$ cat config.mk
export PLATFORM = sky130hd
export DESIGN_NAME = cap_counter_array
export DESIGN_NICKNAME = d
export VERILOG_FILES = /design/src/cap_pkg.sv /design/src/cap_channel.sv /design/src/cap_counter_array.sv
export SDC_FILE = /design/constraint.sdc
export NUM_CORES = 1
export LEC_CHECK = 0
export ABC_AREA = 0
export BUFFER_PORTS_ARGS = -buffer_cell sky130_fd_sc_hd__buf_4
export CAP_MARGIN = 20
export CORE_MARGIN = 2
export CORE_UTILIZATION = 64
export CTS_CLUSTER_SIZE = 30
export DETAILED_ROUTE_END_ITERATION = 10
export HOLD_SLACK_MARGIN = 0.12
export PLACE_DENSITY = 0.82
export SKIP_CTS_REPAIR_TIMING = 1
export SYNTH_ARGS = -nofsm -noshare
export SYNTH_HDL_FRONTEND = slang
export SYNTH_HIERARCHICAL = 1
export SYNTH_SLANG_ARGS = --single-unit
$ cat constraint.sdc
create_clock -name clk -period 3.7 [get_ports clk]
set_clock_uncertainty 0.15 [all_clocks]
set_input_delay 0.555 -clock clk [delete_from_list [all_inputs] [get_ports clk]]
set_output_delay 0.555 -clock clk [all_outputs]
set_load 0.02 [all_outputs]
$ cat src/cap_pkg.sv
// Constants for the counter array block: register map, fields, modes.
// Assumes a plain register port with one-cycle strobes and 8-bit data.
// Functional notes
// - Select 00: count every system clock
// - Select 01: count every 4 clocks
// - Select 10: count every 12 clocks
// - Select 11: count external pin falling edges
// - Twelve-clock mode doubles each prescaler period
// - Rising edge capture copies counter
// - Falling edge capture copies counter
// - Both-edge capture copies counter on either
// - Capture, timer, toggle events share one interrupt
// - Timer mode flags on counter rollover
// - Toggle output inverts on counter match
// - Written toggle state one clears next match
// - 8-bit PWM uses low byte, 256 period
// - 8-bit PWM zero value holds pin low
// - 16-bit PWM uses full value, 65536 period
// - 16-bit PWM zero value holds pin low
// - Run bit cleared stops PWM, pin low
// - Mode codes: off, captures, timer, toggle, PWMs
// - Counter runs only while run bit set
// - Idle-stop bit gates counter during idle
// - Channel flags stay set until software clears
package cap_pkg;
    localparam int NCH = 5;
    localparam logic [7:0] ADDR_CTRL1 = 8'ha1;
    localparam logic [7:0] ADDR_CTRL2 = 8'ha2;
    localparam logic [7:0] ADDR_CNTH = 8'h9a;
    localparam logic [7:0] ADDR_CNTL = 8'h9b;
    localparam logic [7:0] ADDR_CHCON0 = 8'ha3;
    localparam logic [7:0] ADDR_DH [NCH] = '{8'h9c, 8'h9e, 8'h91, 8'h93,
        8'h95};
    localparam logic [7:0] ADDR_DL [NCH] = '{8'h9d, 8'h9f, 8'h92, 8'h94,
        8'h96};
    localparam int BIT_RUN = 7;
    localparam int BIT_IDLE_STOP = 6;
    localparam int BIT_TOGGLE = 4;
    localparam int BIT_SEL_LO = 6;
    localparam logic [7:0] RESET_VAL = 8'h00;
    localparam logic [3:0] DIV4_LAST = 4'h3;
    localparam logic [3:0] DIV12_LAST = 4'hb;
    typedef enum logic [1:0] {
        CLK_SYS = 2'b00,
        CLK_DIV4 = 2'b01,
        CLK_DIV12 = 2'b10,
        CLK_EXT = 2'b11
    } cap_clk_sel_t;
    typedef enum logic [2:0] {
        MODE_OFF = 3'b000,
        MODE_CAP_RISE = 3'b001,
        MODE_CAP_FALL = 3'b010,
        MODE_CAP_BOTH = 3'b011,
        MODE_TIMER = 3'b100,
        MODE_TOGGLE = 3'b101,
        MODE_PWM8 = 3'b110,
        MODE_PWM16 = 3'b111
    } cap_mode_t;
endpackage

$ cat src/cap_channel.sv
// One compare/capture channel of the counter array.
// Assumes a synchronised pin and a one-cycle count enable from the top.
`timescale 1ns/1ps
`default_nettype none
module cap_channel (
    input wire logic clk, // System clock
    input wire logic sys_rst, // Synchronous reset, active high
    input wire cap_pkg::cap_mode_t mode, // Channel mode
    input wire logic run, // Counter run bit
    input wire logic tick, // Counter advances this cycle
    input wire logic [15:0] count, // Current counter value
    input wire logic pinSync, // Synchronised channel pin
    input wire logic wrDh, // Write data high byte
    input wire logic wrDl, // Write data low byte
    input wire logic wrTog, // Write toggle state
    input wire logic [7:0] wdata, // Write data
    output logic [15:0] data_q, // Channel data value
    output logic toggle_q, // Toggle state
    output logic pinOut_q, // Channel pin drive
    output logic event_o // Channel function fired
);
    import cap_pkg::*;
    logic pinPrev_q;
    logic rise, fall, capture, match, rollover;
    assign rise = pinSync && !pinPrev_q;
    assign fall = !pinSync && pinPrev_q;
    assign capture = (mode == MODE_CAP_RISE && rise)
        || (mode == MODE_CAP_FALL && fall)
        || (mode == MODE_CAP_BOTH && (rise || fall));
    // Match is taken on the cycle the counter steps onto the value.
    assign match = tick && (count + 16'h0001 == data_q);
    assign rollover = tick && count == 16'hffff;
    assign event_o = capture || (mode == MODE_TIMER && rollover)
        || (mode == MODE_TOGGLE && match);

    always_ff @(posedge clk) begin
        if (sys_rst) begin
            pinPrev_q <= 1'b0;
        end else begin
            pinPrev_q <= pinSync;
        end
    end

    // Capture wins over a software write in the same cycle.
    always_ff @(posedge clk) begin
        if (sys_rst) begin
            data_q <= 16'h0000;
        end else if (capture) begin
            data_q <= count;
        end else begin
            if (wrDh) begin
                data_q[15:8] <= wdata;
            end
            if (wrDl) begin
                data_q[7:0] <= wdata;
            end
        end
    end

    always_ff @(posedge clk) begin
        if (sys_rst) begin
            toggle_q <= 1'b0;
        end else if (mode == MODE_TOGGLE && match) begin
            toggle_q <= !toggle_q;
        end else if (wrTog) begin
            toggle_q <= wdata[BIT_TOGGLE];
        end
    end

    always_ff @(posedge clk) begin
        if (sys_rst) begin
            pinOut_q <= 1'b0;
        end else begin
            unique case (mode)
                MODE_TOGGLE: begin
                    pinOut_q <= (match ? !toggle_q : toggle_q);
                end
                MODE_PWM8: begin
                    pinOut_q <= run && count[7:0] < data_q[7:0];
                end
                MODE_PWM16: begin
                    pinOut_q <= run && count < data_q;
                end
                default: begin
                    pinOut_q <= 1'b0;
                end
            endcase
        end
    end
endmodule // cap_channel
`default_nettype wire

$ cat src/cap_counter_array.sv
// Top of the counter array: time base, prescaler, registers, channels.
// Assumes a plain register port; pins arrive asynchronously.
//
// The implementer's own choices: the plain strobed port and the register offsets.
`timescale 1ns/1ps
`default_nettype none
module cap_counter_array (
    input wire logic clk, // System clock, 200 MHz
    input wire logic sys_rst, // Synchronous reset, active high
    input wire logic [7:0] regAddr, // Register address
    input wire logic [7:0] regWdata, // Register write data
    input wire logic regWr, // Write strobe
    input wire logic regRd, // Read strobe
    output logic [7:0] regRdata_q, // Read data, cycle after strobe
    input wire logic idleMode, // Processor idle mode
    input wire logic twelveClockCycleMode, // Processor machine-cycle mode
    input wire logic extCountClockPin, // External count clock pin
    input wire logic [cap_pkg::NCH-1:0] channelPinIn, // Channel pins in
    output logic [cap_pkg::NCH-1:0] channelPinOut_q, // Channel pins out
    output logic [cap_pkg::NCH-1:0] channelPinOe_q, // Channel pin enable
    output logic irq_q // Shared interrupt request
);
    import cap_pkg::*;
    logic counterRun_q, idleCounterStop_q;
    logic [NCH-1:0] irqEnable_q, irqFlag_q;
    logic [1:0] clkSel_q;
    logic [15:0] count_q;
    logic [3:0] preDiv_q;
    logic halfGate_q;
    logic [2:0] extSync_q;
    logic [NCH-1:0] pinMeta_q, pinSync_q;
    cap_mode_t chMode_q [NCH];
    logic [15:0] chData [NCH];
    logic [NCH-1:0] chTog, chPin, chEvent;
    logic counting, divDone, tick;
    logic [3:0] divLast;

    // Machine-cycle mode and the pin the channel drives are loose bits.
    assign counting = counterRun_q && !(idleCounterStop_q && idleMode);
    always_comb begin
        divLast = 4'h0;
        unique case (cap_clk_sel_t'(clkSel_q))
            CLK_SYS: divLast = 4'h0;
            CLK_DIV4: divLast = DIV4_LAST;
            CLK_DIV12: divLast = DIV12_LAST;
            CLK_EXT: divLast = 4'h0;
        endcase
    end
    assign divDone = (preDiv_q == divLast)
        && (!twelveClockCycleMode || halfGate_q);
    assign tick = counting && (cap_clk_sel_t'(clkSel_q) == CLK_EXT
        ? (extSync_q[2] && !extSync_q[1]) : divDone);

    always_ff @(posedge clk) begin
        if (sys_rst) begin
            preDiv_q <= 4'h0;
            halfGate_q <= 1'b0;
        end else if (!counting) begin
            preDiv_q <= 4'h0;
            halfGate_q <= 1'b0;
        end else if (preDiv_q == divLast) begin
            preDiv_q <= 4'h0;
            halfGate_q <= twelveClockCycleMode && !halfGate_q;
        end else begin
            preDiv_q <= preDiv_q + 4'h1;
        end
    end

    // Stage 0 feeds only stage 1; the edge is seen between 1 and 2.
    always_ff @(posedge clk) begin
        if (sys_rst) begin
            extSync_q <= 3'b000;
            pinMeta_q <= '0;
            pinSync_q <= '0;
        end else begin
            extSync_q <= {extSync_q[1:0], extCountClockPin};
            pinMeta_q <= channelPinIn;
            pinSync_q <= pinMeta_q;
        end
    end

    function automatic logic hit(input logic [7:0] a, input logic [7:0] b);
        return regWr && a == b;
    endfunction

    always_ff @(posedge clk) begin
        if (sys_rst) begin
            count_q <= 16'h0000;
        end else if (hit(regAddr, ADDR_CNTH)) begin
            count_q[15:8] <= regWdata;
        end else if (hit(regAddr, ADDR_CNTL)) begin
            count_q[7:0] <= regWdata;
        end else if (tick) begin
            count_q <= count_q + 16'h0001;
        end
    end

    always_ff @(posedge clk) begin
        if (sys_rst) begin
            counterRun_q <= 1'b0;
            idleCounterStop_q <= 1'b0;
            irqEnable_q <= '0;
        end else if (hit(regAddr, ADDR_CTRL1)) begin
            counterRun_q <= regWdata[BIT_RUN];
            idleCounterStop_q <= regWdata[BIT_IDLE_STOP];
            irqEnable_q <= regWdata[NCH-1:0];
        end
    end

    // Hardware set beats a software clear in the same cycle.
    always_ff @(posedge clk) begin
        if (sys_rst) begin
            clkSel_q <= 2'b00;
            irqFlag_q <= '0;
        end else begin
            if (hit(regAddr, ADDR_CTRL2)) begin
                clkSel_q <= regWdata[BIT_SEL_LO +: 2];
                irqFlag_q <= regWdata[NCH-1:0] | chEvent;
            end else begin
                irqFlag_q <= irqFlag_q | chEvent;
            end
        end
    end

    always_ff @(posedge clk) begin
        if (sys_rst) begin
            irq_q <= 1'b0;
        end else begin
            irq_q <= |(irqFlag_q & irqEnable_q);
        end
    end

    genvar g;
    generate
        for (g = 0; g < NCH; g++) begin : gCh
            always_ff @(posedge clk) begin
                if (sys_rst) begin
                    chMode_q[g] <= MODE_OFF;
                end else if (hit(regAddr, ADDR_CHCON0 + 8'(g))) begin
                    chMode_q[g] <= cap_mode_t'(regWdata[2:0]);
                end
            end
            cap_channel uCh (
                .clk(clk),
                .sys_rst(sys_rst),
                .mode(chMode_q[g]),
                .run(counterRun_q),
                .tick(tick),
                .count(count_q),
                .pinSync(pinSync_q[g]),
                .wrDh(hit(regAddr, ADDR_DH[g])),
                .wrDl(hit(regAddr, ADDR_DL[g])),
                .wrTog(hit(regAddr, ADDR_CHCON0 + 8'(g))),
                .wdata(regWdata),
                .data_q(chData[g]),
                .toggle_q(chTog[g]),
                .pinOut_q(chPin[g]),
                .event_o(chEvent[g])
            );
            always_ff @(posedge clk) begin
                if (sys_rst) begin
                    channelPinOut_q[g] <= 1'b0;
                    channelPinOe_q[g] <= 1'b0;
                end else begin
                    channelPinOut_q[g] <= chPin[g];
                    channelPinOe_q[g] <= chMode_q[g] == MODE_TOGGLE
                        || chMode_q[g] == MODE_PWM8
                        || chMode_q[g] == MODE_PWM16;
                end
            end
        end
    endgenerate

    always_ff @(posedge clk) begin
        if (sys_rst) begin
            regRdata_q <= RESET_VAL;
        end else if (regRd) begin
            regRdata_q <= RESET_VAL;
            if (regAddr == ADDR_CTRL1) begin
                regRdata_q <= {counterRun_q, idleCounterStop_q, 1'b0,
                    irqEnable_q};
            end
            if (regAddr == ADDR_CTRL2) begin
                regRdata_q <= {clkSel_q, 1'b0, irqFlag_q};
            end
            if (regAddr == ADDR_CNTH) begin
                regRdata_q <= count_q[15:8];
            end
            if (regAddr == ADDR_CNTL) begin
                regRdata_q <= count_q[7:0];
            end
            for (int i = 0; i < NCH; i++) begin
                if (regAddr == ADDR_CHCON0 + 8'(i)) begin
                    regRdata_q <= {3'b000, chTog[i], 1'b0, chMode_q[i]};
                end
                if (regAddr == ADDR_DH[i]) begin
                    regRdata_q <= chData[i][15:8];
                end
                if (regAddr == ADDR_DL[i]) begin
                    regRdata_q <= chData[i][7:0];
                end
            end
        end else begin
            regRdata_q <= RESET_VAL;
        end
    end
endmodule // cap_counter_array
`default_nettype wire

==> results.py, run 1 <==
metrics = {
    "critical_path": {
        "start_kind": "flop",
        "r2r_start": "clkSel_q[0]",
        "cp-end-kind": "flop",
        "reg2reg_setup_slack_ns": 0.10,
        "cp_max_fo": 9,
        "crit_start": "clkSel_q[0]",
        "critPathKind": "flop to flop",
        "crit_required_ns": 3.90,
        "arrival_ns": 3.80,
        "crit_end": "gCh[4].uCh/toggle_q",
        "r2r-end": "gCh[4].uCh/toggle_q",
        "reg2regPathDepth": 13,
    },
    "power": {
        "vdd_drop_max_mv": 0.261,
        "power_uw": 4800,
        "leakagePower_uw": 0.00620,
        "pwr_density_cell_nw_per_um2": 297,
    },
    "drt": {
        "wl_per_cell_um": 24.8,
        "vias": 14900,
        "drt_iter0_markers": 1927,
        "via_per_inst": 7.07,
        "routed_wl_mm": 52.3,
        "firstDrtPassIters": 6,
        "drcViolationCount": 0,
        "final_antenna_net_count": 0,
    },
    "logic_synthesis": {
        "synth_cell_types": 86,
        "ys_seq_area_share_pct": 25.1,
        "synth_nets": 1908,
        "yosysMostFrequentCell": "nor2_1",
        "yosys_warnings": 6,
        "synth.area.top_cells": "dfxtp_1, ha_1, mux2i_1",
        "ys.flop_type": "dfxtp_1",
        "async_reset_ff_share_pct": 0,
        "ys_ff_latch": 177,
        "avgSynthCellArea_um2": 8.26,
        "synth_area_um2": 14700,
        "synth_top_area_cell": "dfxtp_1",
        "synth_edf_count": 15,
        "synthesis.instances": 1781,
        "synth_top_cell_area_share_pct": 22.1,
        "yosys-top-cells-count": "nor2_1, dfxtp_1, inv_1, ha_1, a211oi_1",
    },
    "timing": {
        "setup_viol": 0,
        "fin_hold_ws_ns": 0.168,
        "hold_violations": 0,
        "fmax_ghz": 0.278,
        "max_slew_margin_pct": 43.0,
        "slew_violations": 0,
        "final.min_clock_period_ns": 3.60,
        "worstMarginPinSlew_ns": 0.855,
        "fin_tns_setup_ns": 0,
        "fin_crit_sh_pct": 97.3,
    },
    "floorplanning": {
        "rows": 55,
        "die-area_um2": 24200,
        "core_area_um2": 22600,
        "start_util_pct": 65.1,
        "io_pins": 47,
        "fp.dieW_um": 156,
        "die_h_um": 156,
    },
    "final_layout": {
        "final_cell_area_um2": 16100,
        "fin_nets": 1934,
        "area_growth_syn_to_layout_pct": 9.73,
        "drive_gt1_share_pct": 14.1,
        "stdcell_count": 2106,
    },
    "place": {
        "dp_cells": 2071,
        "io_buffers": 46,
        "placed_cell_area_um2": 15500,
        "gp_congestion": 1.05,
        "hpwl_mm": 35.7,
    },
    "clock_tree": {
        "clock_path_buffers": 2,
        "cts-buffers-inserted": 17,
        "cts_tree": "yes",
        "clk_pin_slew_worst_paths_ns": 0.08,
        "cts_sinks": 177,
        "clk_latency_ns": 0.45,
        "htreeDepth": 4,
        "root_buffer": "clkbuf_16",
    },
    "run": {
        "drv_cap": 0,
    },
    "global_routing": {
        "grtUsageTotal_pct": 42.7,
        "grt_pass1_wl_mm": 79.9,
        "grt_max_degree": 66,
        "grt_overflow": 0,
        "grt_pass1_vias": 14100,
        "antenna_found_initial": 2,
    },
    "outcome": {
        "status": "complete, no violations",
    },
    "hold_path": {
        "hp-class": "primary input to flop",
    },
}
-- cell usage in the layout, fill, tap and decap left out, types with 74 or more instances in the layout --
| cell | synthesis | final |
|---|---|---|
| o21ai_0 | 85 | 85 |
| a211oi_1 | 93 | 93 |
| mux2i_1 | 91 | 91 |
| inv_1 | 118 | 118 |
| xnor2_1 | 74 | 74 |
| buf_4 | 0 | 106 |
| nor2_1 | 196 | 196 |
| dfxtp_1 | 162 | 157 |
| nand2_1 | 87 | 87 |
| ha_1 | 99 | 99 |
-- where the power goes --
part           leakage [uW]  total [uW]  internal, uW  switching (uW)
registers           0.00146        2120          2000             121
logic               0.00443         727           272             455
clock network      0.000309        1950          1020             934
-- final cells by class --
| cell class | instances | area, um2 |
|---|---|---|
| multi-input cells | 1380 | 10100 |
| repair buffers | 113 | 927 |
| diodes | 1 | 2.50 |
| flip-flops and latches | 177 | 3700 |
| inverters | 118 | 443 |
| clock inverters | 14 | 179 |
| well taps | 285 | 357 |
| clock buffers | 18 | 450 |
| fillers | 1824 | 6440 |
-- flip-flops by register name, summed over array words and instances (netlist names), 2 cells and up --
register / cells
extSync_q: 3
pinMeta_q: 5
regRdata_q: 8
clkSel_q: 2
channelPinOut_q: 5
gCh.uCh/pinPrev_q: 5
count_q: 16
gCh.uCh/pinOut_q: 5
irqEnable_q: 5
chMode_q: 15
channelPinOe_q: 5
gCh.uCh/toggle_q: 5
irqFlag_q: 5
preDiv_q: 4
pinSync_q: 5
gCh.uCh/data_q: 80
-- layer usage --
metal  global-route usage [%]  share of wire, %
met5                        0                 0
met3                     9.33                14
met2                     64.2                43
met1                     57.1                38
met4                     23.5               6.0
-- critical path: stages, from the launching register on --
cell	delay [ns]
dfxtp_1	0.38
inv_1	0.06
ha_1	0.28
or3b_4	0.39
a211oi_4	0.33
a21oi_4	0.14
nor2_1	0.13
buf_6	0.22
inv_1	0.06
a2111oi_1	0.27
o2111ai_1	0.23
nor4_4	0.39
nand4_2	0.17
a221oi_2	0.29
-- through the flow --
step | util, % | setup WS [ns]
detailed placement | 68.5 | 0.165
global placement | 68.5 | 0.288
finish | 71.5 | 0.101
floorplan | - | 0.489
CTS | 71.2 | 0.0974
global route | 71.5 | -0.0213
-- how the worst min path moves through the flow --
stage | start | end | slack, ns | depth (start not counted)
6_report | channelPinIn[0] | pinMeta_q[0] | 0.17 | 2
5_1_grt | channelPinIn[4] | pinMeta_q[4] | 0.18 | 2
4_1_cts | channelPinIn[3] | pinMeta_q[3] | 0.17 | 2
3_5_place_dp | pinMeta_q[3] | pinSync_q[3] | 0.28 | 1
3_3_place_gp | pinMeta_q[2] | pinSync_q[2] | 0.27 | 1
2_1_floorplan | gCh[0].uCh/pinOut_q | channelPinOut_q[0] | 0.26 | 1
-- logic make-up (layout without fill, tap and decap cells) --
group                      after synthesis  count (layout)  share of synthesized area, %
other                                    0               1                             0
buffers and inverters                  224             263                          6.62
AOI/OAI and AO/OA                      470             470                          23.6
xor gates and xnor gates               121             121                          7.46
adders and majority gates               99              99                          8.42
DFF                                    177             177                          25.1
muxes                                   92              92                          6.27
and+or+nand+nor                        598             598                          22.5
No activity file was read; power rests on OpenSTA's default activity.
==> inputs of run 2 (changes only) <==
--- a/config.mk
+++ b/config.mk
@@ -14,6 +14,7 @@
 export DETAILED_ROUTE_END_ITERATION = 10
 export HOLD_SLACK_MARGIN = 0.12
 export PLACE_DENSITY = 0.82
+export RECOVER_POWER = 50
 export SKIP_CTS_REPAIR_TIMING = 1
 export SYNTH_ARGS = -nofsm -noshare
 export SYNTH_HDL_FRONTEND = slang
==> run 2 against run 1 <==
  * Critical endpoint is now irqFlag_q[4]
  * Cell area shrank 0.47%
  * Routed wire length about the same
  * Combinational power shrank 0.7%
  * Sequential power barely moved
  * Die area unchanged
  * Final cell count unchanged
==> results.py, run 2 (synthesis results as in run 1) <==
metrics = {
    "drt": {
        "vias": 14900,
        "drt_iter0_markers": 1990,
        "firstDrtPassIters": 6,
        "drcViolationCount": 0,
        "wl_per_cell_um": 24.9,
        "routed_wl_mm": 52.4,
        "final_antenna_net_count": 0,
        "via_per_inst": 7.09,
    },
    "timing": {
        "slew_violations": 0,
        "setup_viol": 0,
        "hold_violations": 0,
        "fin_crit_sh_pct": 97.4,
        "worstMarginPinSlew_ns": 1.40,
        "fmax_ghz": 0.278,
        "setup_slack_ns": 0.0966,
        "max_slew_margin_pct": 6.97,
        "fin_hold_ws_ns": 0.167,
        "final.min_clock_period_ns": 3.60,
    },
    "floorplanning": {
        "die_h_um": 156,
        "start_util_pct": 65.1,
        "die-area_um2": 24200,
        "core_area_um2": 22600,
        "io_pins": 47,
        "rows": 55,
        "fp.dieW_um": 156,
    },
    "final_layout": {
        "layout_commonest_cell": "nor2_1",
        "drive_gt1_share_pct": 13.0,
        "largest_registers": "gCh.uCh/data_q (80), count_q (16), chMode_q (15)",
        "area_growth_syn_to_layout_pct": 9.22,
        "top_register": "gCh.uCh/data_q",
        "most-common-layout-cells": "nor2_1, dfxtp_1, inv_1",
        "final_cell_area_um2": 16100,
        "fin_nets": 1934,
        "largest_register_ff_count": 80,
    },
    "outcome": {
        "status": "complete, no violations",
    },
    "place": {
        "io_buffers": 46,
        "gp_congestion": 1.05,
        "placed_cell_area_um2": 15500,
        "post-place-ws_ns": 0.165,
        "hpwl_mm": 35.7,
    },
    "power": {
        "leakagePower_uw": 0.00612,
        "vdd_drop_max_mv": 0.261,
        "pwr_density_cell_nw_per_um2": 299,
    },
    "clock_tree": {
        "cts-buffers-inserted": 17,
        "cts_tree": "yes",
        "htreeDepth": 4,
        "clk_pin_slew_worst_paths_ns": 0.08,
        "cts_sinks": 177,
        "clk_latency_ns": 0.45,
        "root_buffer": "clkbuf_16",
        "clock_path_buffers": 2,
    },
    "run": {
        "drv_cap": 0,
    },
    "global_routing": {
        "grt_pass1_wl_mm": 79.9,
        "use_met3_pct": 9.33,
        "grt_max_degree": 66,
        "grt_pass1_vias": 14100,
        "met1_usage_pct": 57.1,
        "top_usage_layer": "met2",
        "antenna_found_initial": 2,
        "grt_overflow": 0,
        "grtUsageTotal_pct": 42.7,
        "met2_usage_pct": 64.2,
    },
    "critical_path": {
        "cp_max_fo": 9,
        "start_kind": "flop",
        "critPathKind": "flop to flop",
        "arrival_ns": 3.83,
        "cp-end-kind": "flop",
        "crit_required_ns": 3.92,
    },
    "hold_path": {
        "hp-class": "primary input to flop",
    },
}
==> run 2: final timing paths <==
check	start	endpoint	slack [ns]	cells after the start
setup / recovery	clkSel_q[0]	irqFlag_q[4]	0.1	15
hold / removal	channelPinIn[0]	pinMeta_q[0]	0.17	2
setup reg to reg	clkSel_q[0]	irqFlag_q[4]	0.1	15
hold reg to reg	pinMeta_q[3]	pinSync_q[3]	0.29	1
==> run 2: critical path: stages, from the launching register on <==
cell and delay, ns:
dfxtp_1 0.38, inv_1 0.06, ha_1 0.28, or3b_4 0.39, a211oi_4 0.34, a21oi_4 0.14
nor2_1 0.13, buf_6 0.22, inv_1 0.06, a2111oi_1 0.27, o2111ai_1 0.23, nor4_4 0.39
nand4_2 0.18, nand3_1 0.14, a211oi_1 0.05, nor2_1 0.12
==> run 2: per-stage QoR <==
stage                     total power [uW]  instances  TNS [ns]  util (%)
final                                 4800       2106         0      71.2
after global routing                  4930       2105   -0.0410      71.1
after CTS                             4760       2103         0      71.2
after detailed placement              2850       2071         0      68.5
after global placement                2820       2071         0      68.5
after floorplan                       2600       1781         0         -
==> run 2: routing by layer <==
metal,part of all wire [%],wire length [um]
met5,0,0
met1,38,20000
met3,13,7040
met2,42,22200
met4,6.0,3150
==> run 2: final cells by class <==
class | instances | area [um2]
multi-input combinational | 1380 | 10100
clock buffer | 18 | 450
tap | 285 | 357
timing repair buffer | 113 | 852
sequential | 177 | 3700
antenna | 1 | 2.50
clock inverter | 14 | 179
inverter | 118 | 443
fill | 1843 | 6510
==> run 2: power breakdown <==
group	total [uW]	internal, uW	leakage [uW]	switching, uW
sequential	2120	2000	0.00146	121
combinational	722	268	0.00435	454
clock	1960	1020	0.000309	939
total	4800	3290	0.00612	1510
